### config.mk
export PLATFORM = sky130hd
export DESIGN_NAME = cbuv_seq
export DESIGN_NICKNAME = d
export VERILOG_FILES = /design/src/cbuv_pkg.sv /design/src/cbuv_acc_mem.sv /design/src/cbuv_iir.sv /design/src/cbuv_seq.sv
export VERILOG_INCLUDE_DIRS = /design/src
export SDC_FILE = /design/constraint.sdc
export NUM_CORES = 1
export LEC_CHECK = 0
export BUFFER_PORTS_ARGS = -buffer_cell sky130_fd_sc_hd__buf_2
export CORE_MARGIN = 8
export CORE_UTILIZATION = 55
export DETAILED_ROUTE_END_ITERATION = 7
export GPL_ROUTABILITY_DRIVEN = 1
export GPL_TIMING_DRIVEN = 0
export PLACE_DENSITY = 0.73
export SLEW_MARGIN = 20
export SYNTH_ARGS = -nofsm -noshare
export SYNTH_HDL_FRONTEND = slang
export SYNTH_HIERARCHICAL = 1
export SYNTH_SLANG_ARGS = --single-unit
### constraint.sdc
create_clock -name pclk -period 9 [get_ports pclk]
set_input_delay 1.35 -clock pclk [delete_from_list [all_inputs] [get_ports pclk]]
set_output_delay 1.35 -clock pclk [all_outputs]
set_load 0.02 [all_outputs]
### src/cbuv_defs.svh
// Purpose: shared constants of the balance uv sequencer
// Assumes: apb byte addresses, 14 cells
// Notes: offsets, field positions, codes and counts
`ifndef CBUV_DEFS_SVH
`define CBUV_DEFS_SVH
`define CBUV_OFS_CTRL     8'h00
`define CBUV_OFS_THR      8'h04
`define CBUV_OFS_UVST     8'h08
`define CBUV_OFS_SWEN     8'h0c
`define CBUV_OFS_CELLCFG  8'h10
`define CBUV_OFS_DLY      8'h14
`define CBUV_OFS_SCAN     8'h18
`define CBUV_OFS_STAT     8'h1c
`define CBUV_LAST_CELL    4'hd
`define CBUV_MODE_OFF     3'h0
`define CBUV_MODE_DIS     3'h2
`define CBUV_MEAS_CHECK   2'h3
`define CBUV_FC_UNUSED    3'h7
`define CBUV_FC_SUB       3'h0
`define CBUV_SETTLE       5'h10
`define CBUV_MCNT_MAX     5'h1f
`define CBUV_OVS_16X      3'h4
`define CBUV_SCAN_PYRAMID 1'h1
`define CBUV_CTRL_MEAS    5:4
`define CBUV_CTRL_INIT    6
`define CBUV_CTRL_HOLD    9:8
`define CBUV_THR_MIN      15
`define CBUV_DLY_APPLY    4
`define CBUV_DLY_FC       10:8
`define CBUV_CFG_POL      29:16
`define CBUV_STAT_REJ     2
`endif

### src/cbuv_pkg.sv
// Purpose: types of the balance uv sequencer
// Assumes: constants live in cbuv_defs.svh
// Notes: one packed state struct per clocked module
package cbuv_pkg;
  typedef enum logic [1:0] {CBUV_IDLE, CBUV_RUN, CBUV_ACQ, CBUV_HALT} cbuv_state_t;
  typedef struct packed {
    cbuv_state_t state;
    logic [2:0]  mode;
    logic [1:0]  meas_en;
    logic        finit;
    logic [1:0]  hold;
    logic [13:0] thr;
    logic        thr_min;
    logic [13:0] flags;
    logic [13:0] swen;
    logic [13:0] meas_on;
    logic [13:0] pol;
    logic [2:0]  cal_int;
    logic        apply_cal;
    logic [2:0]  fc;
    logic [15:0] scan;
    logic        cal_fault;
    logic        rej;
    logic        active;
    logic [5:0]  cyc;
    logic [4:0]  mcnt;
    logic        cal_op;
    logic        s1_valid;
    logic [3:0]  s1_cell;
    logic [13:0] s1_data;
    logic        apb_rd;
    logic        pready;
    logic        pslverr;
    logic [31:0] prdata;
    logic [13:0] sw;
    logic        adc_start;
    logic        adc_cal;
    logic [2:0]  adc_ovs;
    logic        adc_pyr;
    logic [15:0] adc_scan;
  } cbuv_seq_t;
  typedef struct packed {
    logic [13:0][16:0] mem;
    logic [16:0]       rdata;
  } cbuv_mem_t;
endpackage

### src/cbuv_acc_mem.sv
// Purpose: per-cell filter accumulators, 14 x 17 bits
// Assumes: one read and one write port
// Notes: read data registered, one cycle latency
`timescale 1ns/10ps
`include "cbuv_defs.svh"
module cbuv_acc_mem import cbuv_pkg::*; (
  input  logic        pclk,
  input  logic        presetn,
  input  logic [3:0]  rd_addr,
  input  logic        wr_en,
  input  logic [3:0]  wr_addr,
  input  logic [16:0] wr_data,
  output logic [16:0] rd_data
);
  cbuv_mem_t st_reg, st_next;

  // out-of-range addresses read zero, writes dropped
  always_comb begin
    st_next = st_reg;
    st_next.rdata = (rd_addr <= `CBUV_LAST_CELL) ? st_reg.mem[rd_addr] : 17'h00000;
    if (wr_en && wr_addr <= `CBUV_LAST_CELL) begin
      st_next.mem[wr_addr] = wr_data;
    end
  end

  always_ff @(posedge pclk or negedge presetn) begin
    if (!presetn) begin
      st_reg <= '0;
    end else begin
      st_reg <= st_next;
    end
  end

  assign rd_data = st_reg.rdata;
endmodule // cbuv_acc_mem

### src/cbuv_iir.sv
// Purpose: one step of the per-cell filter
// Assumes: accumulator holds result with 3 fraction bits
// Notes: purely combinational, weight (code+1)/8, code 7 taken as code 0
`timescale 1ns/10ps
`include "cbuv_defs.svh"
module cbuv_iir (
  input  logic [16:0] acc_in,
  input  logic [13:0] sample,
  input  logic [2:0]  coef,
  input  logic        init,
  output logic [16:0] acc_out
);
  logic [2:0]         ceff;
  logic signed [18:0] diff;
  logic signed [23:0] prod;
  logic signed [23:0] sum;

  // unused filter still debounces at the lightest weight
  assign ceff = (coef == `CBUV_FC_UNUSED) ? `CBUV_FC_SUB : coef;
  assign diff = $signed({2'b00, sample, 3'b000}) - $signed({2'b00, acc_in});
  assign prod = diff * $signed({2'b00, ceff} + 5'h01);
  assign sum  = $signed({7'h00, acc_in}) + (prod >>> 3);
  // init loads the raw sample, dropping history
  assign acc_out = init ? {sample, 3'b000} : sum[16:0];
endmodule // cbuv_iir

### src/cbuv_seq.sv
// Purpose: balancing measurement, calibration and uv stop sequencer
// Assumes: apb master, adc and expiry timer are outside
// Notes: one acquisition per even/odd pair when measuring
//
// Decided for this implementation: the placing of the registers and the APB interface to the registers.
`timescale 1ns/10ps
`include "cbuv_defs.svh"
// Behaviour
// - unsupported cell ends with its flag set
// - result below threshold sets flag, stops cell
// - flags cleared only by control write
// - threshold stop only with measure enable 11
// - all cells done opens every switch
// - threshold is 14 bits, 305 uV lsb
// - threshold write loads value or lowest cell
// - threshold read shows value and option bit
// - measure enable 0x skips all measurements
// - 1x measures, 11 also checks in auto
// - measure enable honoured in discharge/auto only
// - forced 16x oversampling and pyramid order
// - scan writes while active rejected with alert
// - unused coefficient replaced by one eighth
// - init select 0 keeps accumulators
// - init select 1 loads, checks from 17th
// - one acquisition after each even/odd pair
// - calibration interval needs measure enable 1x
// - interval zero means no calibrations
// - first and every nth acquisition calibrates
// - calibration range alert halts balancing
// - after fault skip all but expiry timer
// - checks need switch, measure on, unipolar
module cbuv_seq import cbuv_pkg::*; (
  input  logic        pclk,
  input  logic        presetn,
  input  logic        psel,
  input  logic        penable,
  input  logic        pwrite,
  input  logic [7:0]  paddr,
  input  logic [31:0] pwdata,
  output logic [31:0] prdata,
  output logic        pready,
  output logic        pslverr,
  input  logic        pair_done,
  input  logic        timer_expired,
  input  logic        adc_done,
  input  logic        adc_result_valid,
  input  logic [3:0]  adc_result_cell,
  input  logic [13:0] adc_result_data,
  input  logic        calibration_range_alert,
  input  logic [3:0]  lowest_cell_index,
  output logic [13:0] switch_on,
  output logic        adc_start,
  output logic        adc_cal,
  output logic [2:0]  adc_oversample,
  output logic        adc_pyramid,
  output logic [15:0] adc_scan_cfg,
  output logic        balance_active,
  output logic        balance_cal_fault_alert,
  output logic        write_rejected_alert,
  output logic [13:0] cell_uv_done_flags
);
  cbuv_seq_t   st_reg, st_next;
  logic        apb_acc, apb_go, wr_go, ctrl_wr, scan_wr, adc_take;
  logic        is_auto, is_dis, meas_ok, chk_ok, cal_ok, chk_now;
  logic        init_now, hit, all_done, addr_ok, acq_done;
  logic [13:0] unsup, hit_vec;
  logic [13:0] res, mem_res;
  logic [16:0] mem_rd, new_acc;
  logic [5:0]  cal_n, cyc_inc;
  logic [31:0] rd_mux;

  // apb handshake: one grant cycle for the memory port, then ready
  assign apb_acc = psel && penable && !st_reg.pready;
  assign apb_go  = apb_acc && st_reg.apb_rd;
  assign wr_go   = apb_go && pwrite;
  assign ctrl_wr = wr_go && paddr == `CBUV_OFS_CTRL;
  assign scan_wr = wr_go && (paddr == `CBUV_OFS_SCAN || paddr == `CBUV_OFS_CELLCFG);

  // mode decode; measure enable only counts in discharge/auto
  assign is_dis  = st_reg.mode == `CBUV_MODE_DIS;
  assign is_auto = st_reg.mode[2];
  assign meas_ok = (is_dis || is_auto) && st_reg.meas_en[1];
  assign chk_ok  = is_auto && st_reg.meas_en == `CBUV_MEAS_CHECK;
  assign cal_ok  = meas_ok && st_reg.cal_int != 3'h0;

  // cells that cannot be checked end right away
  assign unsup = st_reg.swen & (~st_reg.meas_on | st_reg.pol);

  // result pipeline: stage 0 reads accumulator, stage 1 writes it
  assign adc_take = adc_result_valid && st_reg.state == CBUV_ACQ && !st_reg.cal_op;
  assign acq_done = st_reg.state == CBUV_ACQ && adc_done;
  assign init_now = st_reg.finit && st_reg.mcnt == 5'h00;
  assign chk_now  = chk_ok && (!st_reg.finit || st_reg.mcnt >= `CBUV_SETTLE);
  assign res      = new_acc[16:3];
  assign mem_res  = mem_rd[16:3];
  assign hit      = st_reg.s1_valid && chk_now && res < st_reg.thr;
  assign hit_vec  = hit ? (14'h0001 << st_reg.s1_cell) & st_reg.swen : 14'h0000;
  assign all_done = chk_ok && st_reg.swen != 14'h0000 &&
                    (st_reg.swen & ~st_reg.flags) == 14'h0000;

  cbuv_acc_mem u_mem (
    .pclk    (pclk),
    .presetn (presetn),
    .rd_addr (adc_take ? adc_result_cell : lowest_cell_index),
    .wr_en   (st_reg.s1_valid),
    .wr_addr (st_reg.s1_cell),
    .wr_data (new_acc),
    .rd_data (mem_rd)
  );

  cbuv_iir u_iir (
    .acc_in  (mem_rd),
    .sample  (st_reg.s1_data),
    .coef    (st_reg.fc),
    .init    (init_now),
    .acc_out (new_acc)
  );

  // calibration period in acquisitions
  always_comb begin
    case (st_reg.cal_int)
      3'h1:    cal_n = 6'h02;
      3'h2:    cal_n = 6'h04;
      3'h3:    cal_n = 6'h08;
      3'h4:    cal_n = 6'h0c;
      3'h5:    cal_n = 6'h10;
      3'h6:    cal_n = 6'h18;
      3'h7:    cal_n = 6'h20;
      default: cal_n = 6'h01;
    endcase
  end
  assign cyc_inc = st_reg.cyc + 6'h01;

  // register read mux
  always_comb begin
    addr_ok = 1'b1;
    case (paddr)
      `CBUV_OFS_CTRL:    rd_mux = {22'h0, st_reg.hold, 1'b0, st_reg.finit,
                                   st_reg.meas_en, 1'b0, st_reg.mode};
      `CBUV_OFS_THR:     rd_mux = {16'h0, st_reg.thr_min, 1'b0, st_reg.thr};
      `CBUV_OFS_UVST:    rd_mux = {18'h0, st_reg.flags};
      `CBUV_OFS_SWEN:    rd_mux = {18'h0, st_reg.swen};
      `CBUV_OFS_CELLCFG: rd_mux = {2'h0, st_reg.pol, 2'h0, st_reg.meas_on};
      `CBUV_OFS_DLY:     rd_mux = {21'h0, st_reg.fc, 3'h0, st_reg.apply_cal,
                                   1'b0, st_reg.cal_int};
      `CBUV_OFS_SCAN:    rd_mux = {16'h0, st_reg.scan};
      `CBUV_OFS_STAT:    rd_mux = {28'h0, all_done, st_reg.rej,
                                   st_reg.cal_fault, st_reg.active};
      default: begin
        rd_mux  = 32'h0;
        addr_ok = 1'b0;
      end
    endcase
  end

  // whole next state: sequencer, apb slave, flags, outputs
  always_comb begin
    st_next = st_reg;
    st_next.adc_start = 1'b0;
    st_next.pready = 1'b0;
    st_next.s1_valid = adc_take;
    st_next.s1_cell = adc_result_cell;
    st_next.s1_data = adc_result_data;

    // sequencer
    case (st_reg.state)
      CBUV_IDLE: begin
        st_next.cal_op = 1'b0;
      end
      CBUV_RUN: begin
        // one acquisition per even/odd pair
        if (pair_done && meas_ok) begin
          st_next.state = CBUV_ACQ;
          st_next.adc_start = 1'b1;
          st_next.adc_cal = cal_ok && st_reg.cyc == 6'h00;
          st_next.cal_op = cal_ok && st_reg.cyc == 6'h00;
          st_next.adc_ovs = `CBUV_OVS_16X;
          st_next.adc_pyr = `CBUV_SCAN_PYRAMID;
          st_next.adc_scan = st_reg.scan;
        end
      end
      CBUV_ACQ: begin
        if (adc_done) begin
          if (!st_reg.cal_op && st_reg.mcnt != `CBUV_MCNT_MAX) begin
            st_next.mcnt = st_reg.mcnt + 5'h01;
          end
          if (cal_ok) begin
            st_next.cyc = (cyc_inc >= cal_n) ? 6'h00 : cyc_inc;
          end
          // out-of-range calibration spoils results: stop switching
          if (st_reg.apply_cal && calibration_range_alert) begin
            st_next.cal_fault = 1'b1;
            st_next.state = CBUV_HALT;
          end else begin
            st_next.state = CBUV_RUN;
          end
        end
      end
      CBUV_HALT: begin
        st_next.cal_op = 1'b0;
      end
      default: begin
        st_next.state = CBUV_IDLE;
      end
    endcase

    // expiry ends every operation, halted ones too
    if (timer_expired && st_reg.active) begin
      st_next.active = 1'b0;
      st_next.state = CBUV_IDLE;
    end

    // flags: threshold hits survive the launch clear, unsupported-cell sets do not
    st_next.flags = st_reg.flags | hit_vec;
    if (chk_ok && (st_reg.state == CBUV_RUN || st_reg.state == CBUV_ACQ)) begin
      st_next.flags = st_next.flags | unsup;
    end

    // apb: grant memory port only while no result needs it
    if (apb_acc && !st_reg.apb_rd && !adc_take) begin
      st_next.apb_rd = 1'b1;
    end
    if (apb_go) begin
      st_next.apb_rd = 1'b0;
      st_next.pready = 1'b1;
      st_next.pslverr = !addr_ok;
      st_next.prdata = pwrite ? 32'h0 : rd_mux;
    end
    if (wr_go) begin
      case (paddr)
        `CBUV_OFS_CTRL: begin
          // any control write aborts or relaunches
          st_next.mode = pwdata[2:0];
          st_next.meas_en = pwdata[`CBUV_CTRL_MEAS];
          st_next.finit = pwdata[`CBUV_CTRL_INIT];
          st_next.hold = pwdata[`CBUV_CTRL_HOLD];
          st_next.flags = hit_vec;
          st_next.cal_fault = 1'b0;
          st_next.cyc = 6'h00;
          st_next.mcnt = 5'h00;
          st_next.active = pwdata[2:0] != `CBUV_MODE_OFF;
          st_next.state = (pwdata[2:0] != `CBUV_MODE_OFF) ? CBUV_RUN : CBUV_IDLE;
        end
        `CBUV_OFS_THR: begin
          st_next.thr_min = pwdata[`CBUV_THR_MIN];
          st_next.thr = pwdata[`CBUV_THR_MIN] ? mem_res : pwdata[13:0];
        end
        `CBUV_OFS_SWEN: begin
          st_next.swen = pwdata[13:0];
        end
        `CBUV_OFS_DLY: begin
          st_next.cal_int = pwdata[2:0];
          st_next.apply_cal = pwdata[`CBUV_DLY_APPLY];
          st_next.fc = pwdata[`CBUV_DLY_FC];
        end
        `CBUV_OFS_STAT: begin
          if (pwdata[`CBUV_STAT_REJ]) begin
            st_next.rej = 1'b0;
          end
        end
        default: begin
          st_next.rej = st_reg.rej;
        end
      endcase
    end

    // scan parameters frozen while balancing; set beats the clear
    if (scan_wr) begin
      if (st_reg.active) begin
        st_next.rej = 1'b1;
      end else if (paddr == `CBUV_OFS_SCAN) begin
        st_next.scan = pwdata[15:0];
      end else begin
        st_next.meas_on = pwdata[13:0];
        st_next.pol = pwdata[`CBUV_CFG_POL];
      end
    end

    // switches open during acquisitions, faults and once all are done
    if (st_reg.state == CBUV_RUN && !timer_expired && !all_done) begin
      st_next.sw = st_reg.swen & ~st_reg.flags;
    end else begin
      st_next.sw = 14'h0000;
    end
  end

  always_ff @(posedge pclk or negedge presetn) begin
    if (!presetn) begin
      st_reg <= '0;
    end else begin
      st_reg <= st_next;
    end
  end

  // outputs straight from the state register
  assign prdata                  = st_reg.prdata;
  assign pready                  = st_reg.pready;
  assign pslverr                 = st_reg.pslverr;
  assign switch_on               = st_reg.sw;
  assign adc_start               = st_reg.adc_start;
  assign adc_cal                 = st_reg.adc_cal;
  assign adc_oversample          = st_reg.adc_ovs;
  assign adc_pyramid             = st_reg.adc_pyr;
  assign adc_scan_cfg            = st_reg.adc_scan;
  assign balance_active          = st_reg.active;
  assign balance_cal_fault_alert = st_reg.cal_fault;
  assign write_rejected_alert    = st_reg.rej;
  assign cell_uv_done_flags      = st_reg.flags;
endmodule // cbuv_seq

==> results.yml <==
clock_tree:
  clock_path_buffers: 3
  cts_buffers: 48
  h-tree-depth: 2
  cts_tree: "built"
  clock-sinks: 459
  cts.clk_slew.worst_paths_ps: 60
  cts_hold_buf: 0
  root_buffer: "clkbuf_16"
  clock_latency_ps: 600
status:
  outcome: "finished clean"
placement:
  dp.cells: 2932
  dp_hpwl_um: 51200
  gp_congestion: 0.919
  port_buffers: 149
sta:
  period_minus_slack_ps: 8700
  worst_slew_pin_slew_ps: 1090
  setup_violations: 0
  hold_viol_final: 0
  slew_headroom_pct: 26.6
  fin_tns_setup_ps: 0
  drv_slew: 0
  final.period_utilization_pct: 96.7
  grt_setup_unrepaired: "no"
  fin_worst_skew_ps: 33.2
  fmax_ghz: 0.115
detailed_routing:
  vias: 17800
  wl_per_cell_um: 22.4
  drt-vias-per-instance: 5.89
  drc: 0
  ant_nets: 0
  wl_um: 67900
  drt_iter0_markers: 1569
  firstDrtPassIters: 6
power:
  clkPwrFrac_pct: 40.6
  max-vdd-ir-drop_uv: 140
  comb_power_share_pct: 17.6
  p_int_mw: 3.56
  p_total_mw: 5.01
  p_leak_nw: 14.5
  swShare_pct: 28.9
  pwr_density_cell_mw_per_mm2: 173
  power.switching_mw: 1.45
  p_seq_share_pct: 41.8
grt:
  grt_pass1_vias: 18600
  grt_overflow: 0
  antenna_found_initial: 2
  grt_use_total_pct: 25.3
  grt_max_degree: 101
  grt_pass1_wl_um: 107000
critical_path:
  criticalPathCategory: "flop to flop"
  critPathMostFrequentCell: "ha_1"
  critPathMaxFanout: 10
  slowest_delay_ps: 550
  cp-start-kind: "flop"
  crit_arrival_ps: 9230
  crit_path_top_delay_cell: "fa_1"
  worst_setup_path_end_kind: "flop"
  reg2reg_depth: 34
  critPathRequiredTime_ps: 9530
yosys:
  synthXorXnorAreaFrac_pct: 1.94
  yosys.area.top_type: "dfrtp_1"
  synth-edff-count: 0
  synth_top_family_by_area: "multiplexers"
  yosys_warnings: 6
  synth-simple-area-share_pct: 9.16
  synthCells: 2168
  synthesis.area_mm2: 0.0256
  avgSynthCellArea_um2: 11.8
  yosysUniqueCellTypes: 86
  synth_mux_area_share_pct: 21.1
  synth_fa_ha_area_share_pct: 7.23
  async_reset_ff_share_pct: 100
  seq_area_frac_synth_pct: 44.9
  synth-compound-area-share_pct: 8.51
  ys.flop_type: "dfrtp_1"
  synth_area_leaders: "dfrtp_1 (45%), mux2_2 (13%), ha_1 (4.6%)"
  synth_seq_cells: 459
  synth_top_area_share_pct: 44.9
floorplan:
  row_count: 79
  start_util_pct: 55.3
  fp.dieH_um: 232
  dieWidth_um: 232
  io_pins: 159
  core_region_area_mm2: 0.0463
  die_area_mm2: 0.0537
cells_and_area:
  layout_common_cells: "dfrtp_1 (459), mux2_2 (301), buf_2 (179), inv_1 (127), nor2_1 (115)"
  drive_above_1_share_pct: 34.0
  stdcell_count: 3024
  fin_util_pct: 62.7
  area_growth_pct: 13.4
  nets: 2579
  final_common_cell: "dfrtp_1"
  largest_reg_flops: 238
min_path:
  min_path_cells: 1
  hold_path_class: "flop to flop"
run:
  max_cap_violations: 0
==> power by group through the flow <==
stage / clock [mW] / sequential [mW] / combinational [mW]
after floorplan: 0 / 2.13 / 0.532
after global placement: 0 / 2.14 / 0.814
after detailed placement: 0 / 2.13 / 0.853
after CTS: 2.07 / 2.10 / 0.867
after global routing: 2.14 / 2.10 / 0.968
final: 2.03 / 2.10 / 0.882
==> synthesized netlist by cell type (all sizes together), types with 19 or more instances <==
master / instances
nand2: 115
nor2: 122
mux4: 51
mux2: 344
nand3: 26
o22ai: 19
ha: 95
a22o: 22
a31oi: 30
nor3: 24
xor2: 28
nand2b: 51
fa: 33
a22oi: 28
clkbuf: 53
o21ai: 65
xnor2: 26
nor2b: 24
inv: 128
mux2i: 26
dfrtp: 459
a21oi: 67
buf: 152
==> critical path, delay by kind of cell (launching register included) <==
family | cells | cell delay, ps
simple gates | 7 | 1710
buf+inv | 6 | 730
xor+xnor | 4 | 1000
fa+ha+maj | 7 | 2740
compound gates | 10 | 2160
flops | 1 | 330
==> per-layer routing <==
metal	share of wire (%)	global-route usage [%]	wire, um	up-vias
li1	-	-	-	8027
met1	42	33.7	28600	9136
met2	48	41.9	32700	519
met3	6.0	3.67	4040	128
met4	3.6	9.40	2470	0
met5	0	0	0	-
==> timing repair <==
item | 4_1_cts | 5_1_grt
setup buffers | 2 | 2
gates cloned | 0 | 0
hold endpoints to repair | 0 | 0
pin swaps | 3 | 3
resized for setup | 9 | 14
endpoints found under the setup margin | 14 | 14
==> cells by family (layout without fill, tap and decap cells) <==
| family | count (synthesis) | count (layout) |
|---|---|---|
| AOI/OAI and AO/OA | 322 | 322 |
| xor gates and xnor gates | 55 | 55 |
| adders and majority gates | 128 | 128 |
| buffers and inverters | 335 | 580 |
| DFF | 459 | 459 |
| muxes | 421 | 421 |
| other | 1 | 5 |
| and+or+nand+nor | 447 | 447 |
==> final cells by class <==
cell class                      count  area [um^2]
Tap cell                          607          759
Inverter                          130          488
Buffer                            205         1350
Multi-Input combinational cell   1377        12400
Clock inverter                     15          169
Clock buffer                       72         1460
Fill cell                        3614        17200
Timing Repair Buffer              158          923
Sequential cell                   459        11500
Antenna cell                        1         2.50
==> stage by stage <==
| stage | setup slack (ps) | hold WS (ps) | cell area [um^2] |
|---|---|---|---|
| floorplan | 1530 | 447 | 25600 |
| detailed placement | -1090 | 466 | 27200 |
| CTS | 25.2 | 481 | 28900 |
| global route | 13.8 | 494 | 29000 |
| global placement | -2320 | 465 | 27100 |
| finish | 297 | 477 | 29000 |
==> worst paths after layout <==
path	start	to	slack, ps
worst max-delay path	u_mem/rd_data[3]	cell_uv_done_flags[9]	300
worst min-delay path	prdata[5]	prdata[5]	480
worst max register to register	u_mem/rd_data[3]	cell_uv_done_flags[9]	300
worst min register to register	prdata[5]	prdata[5]	480
max in group asynchronous	presetn	u_mem/st_reg[45]	6790
min in group asynchronous	presetn	prdata[16]	640
Power figures use the tool's default switching activity.
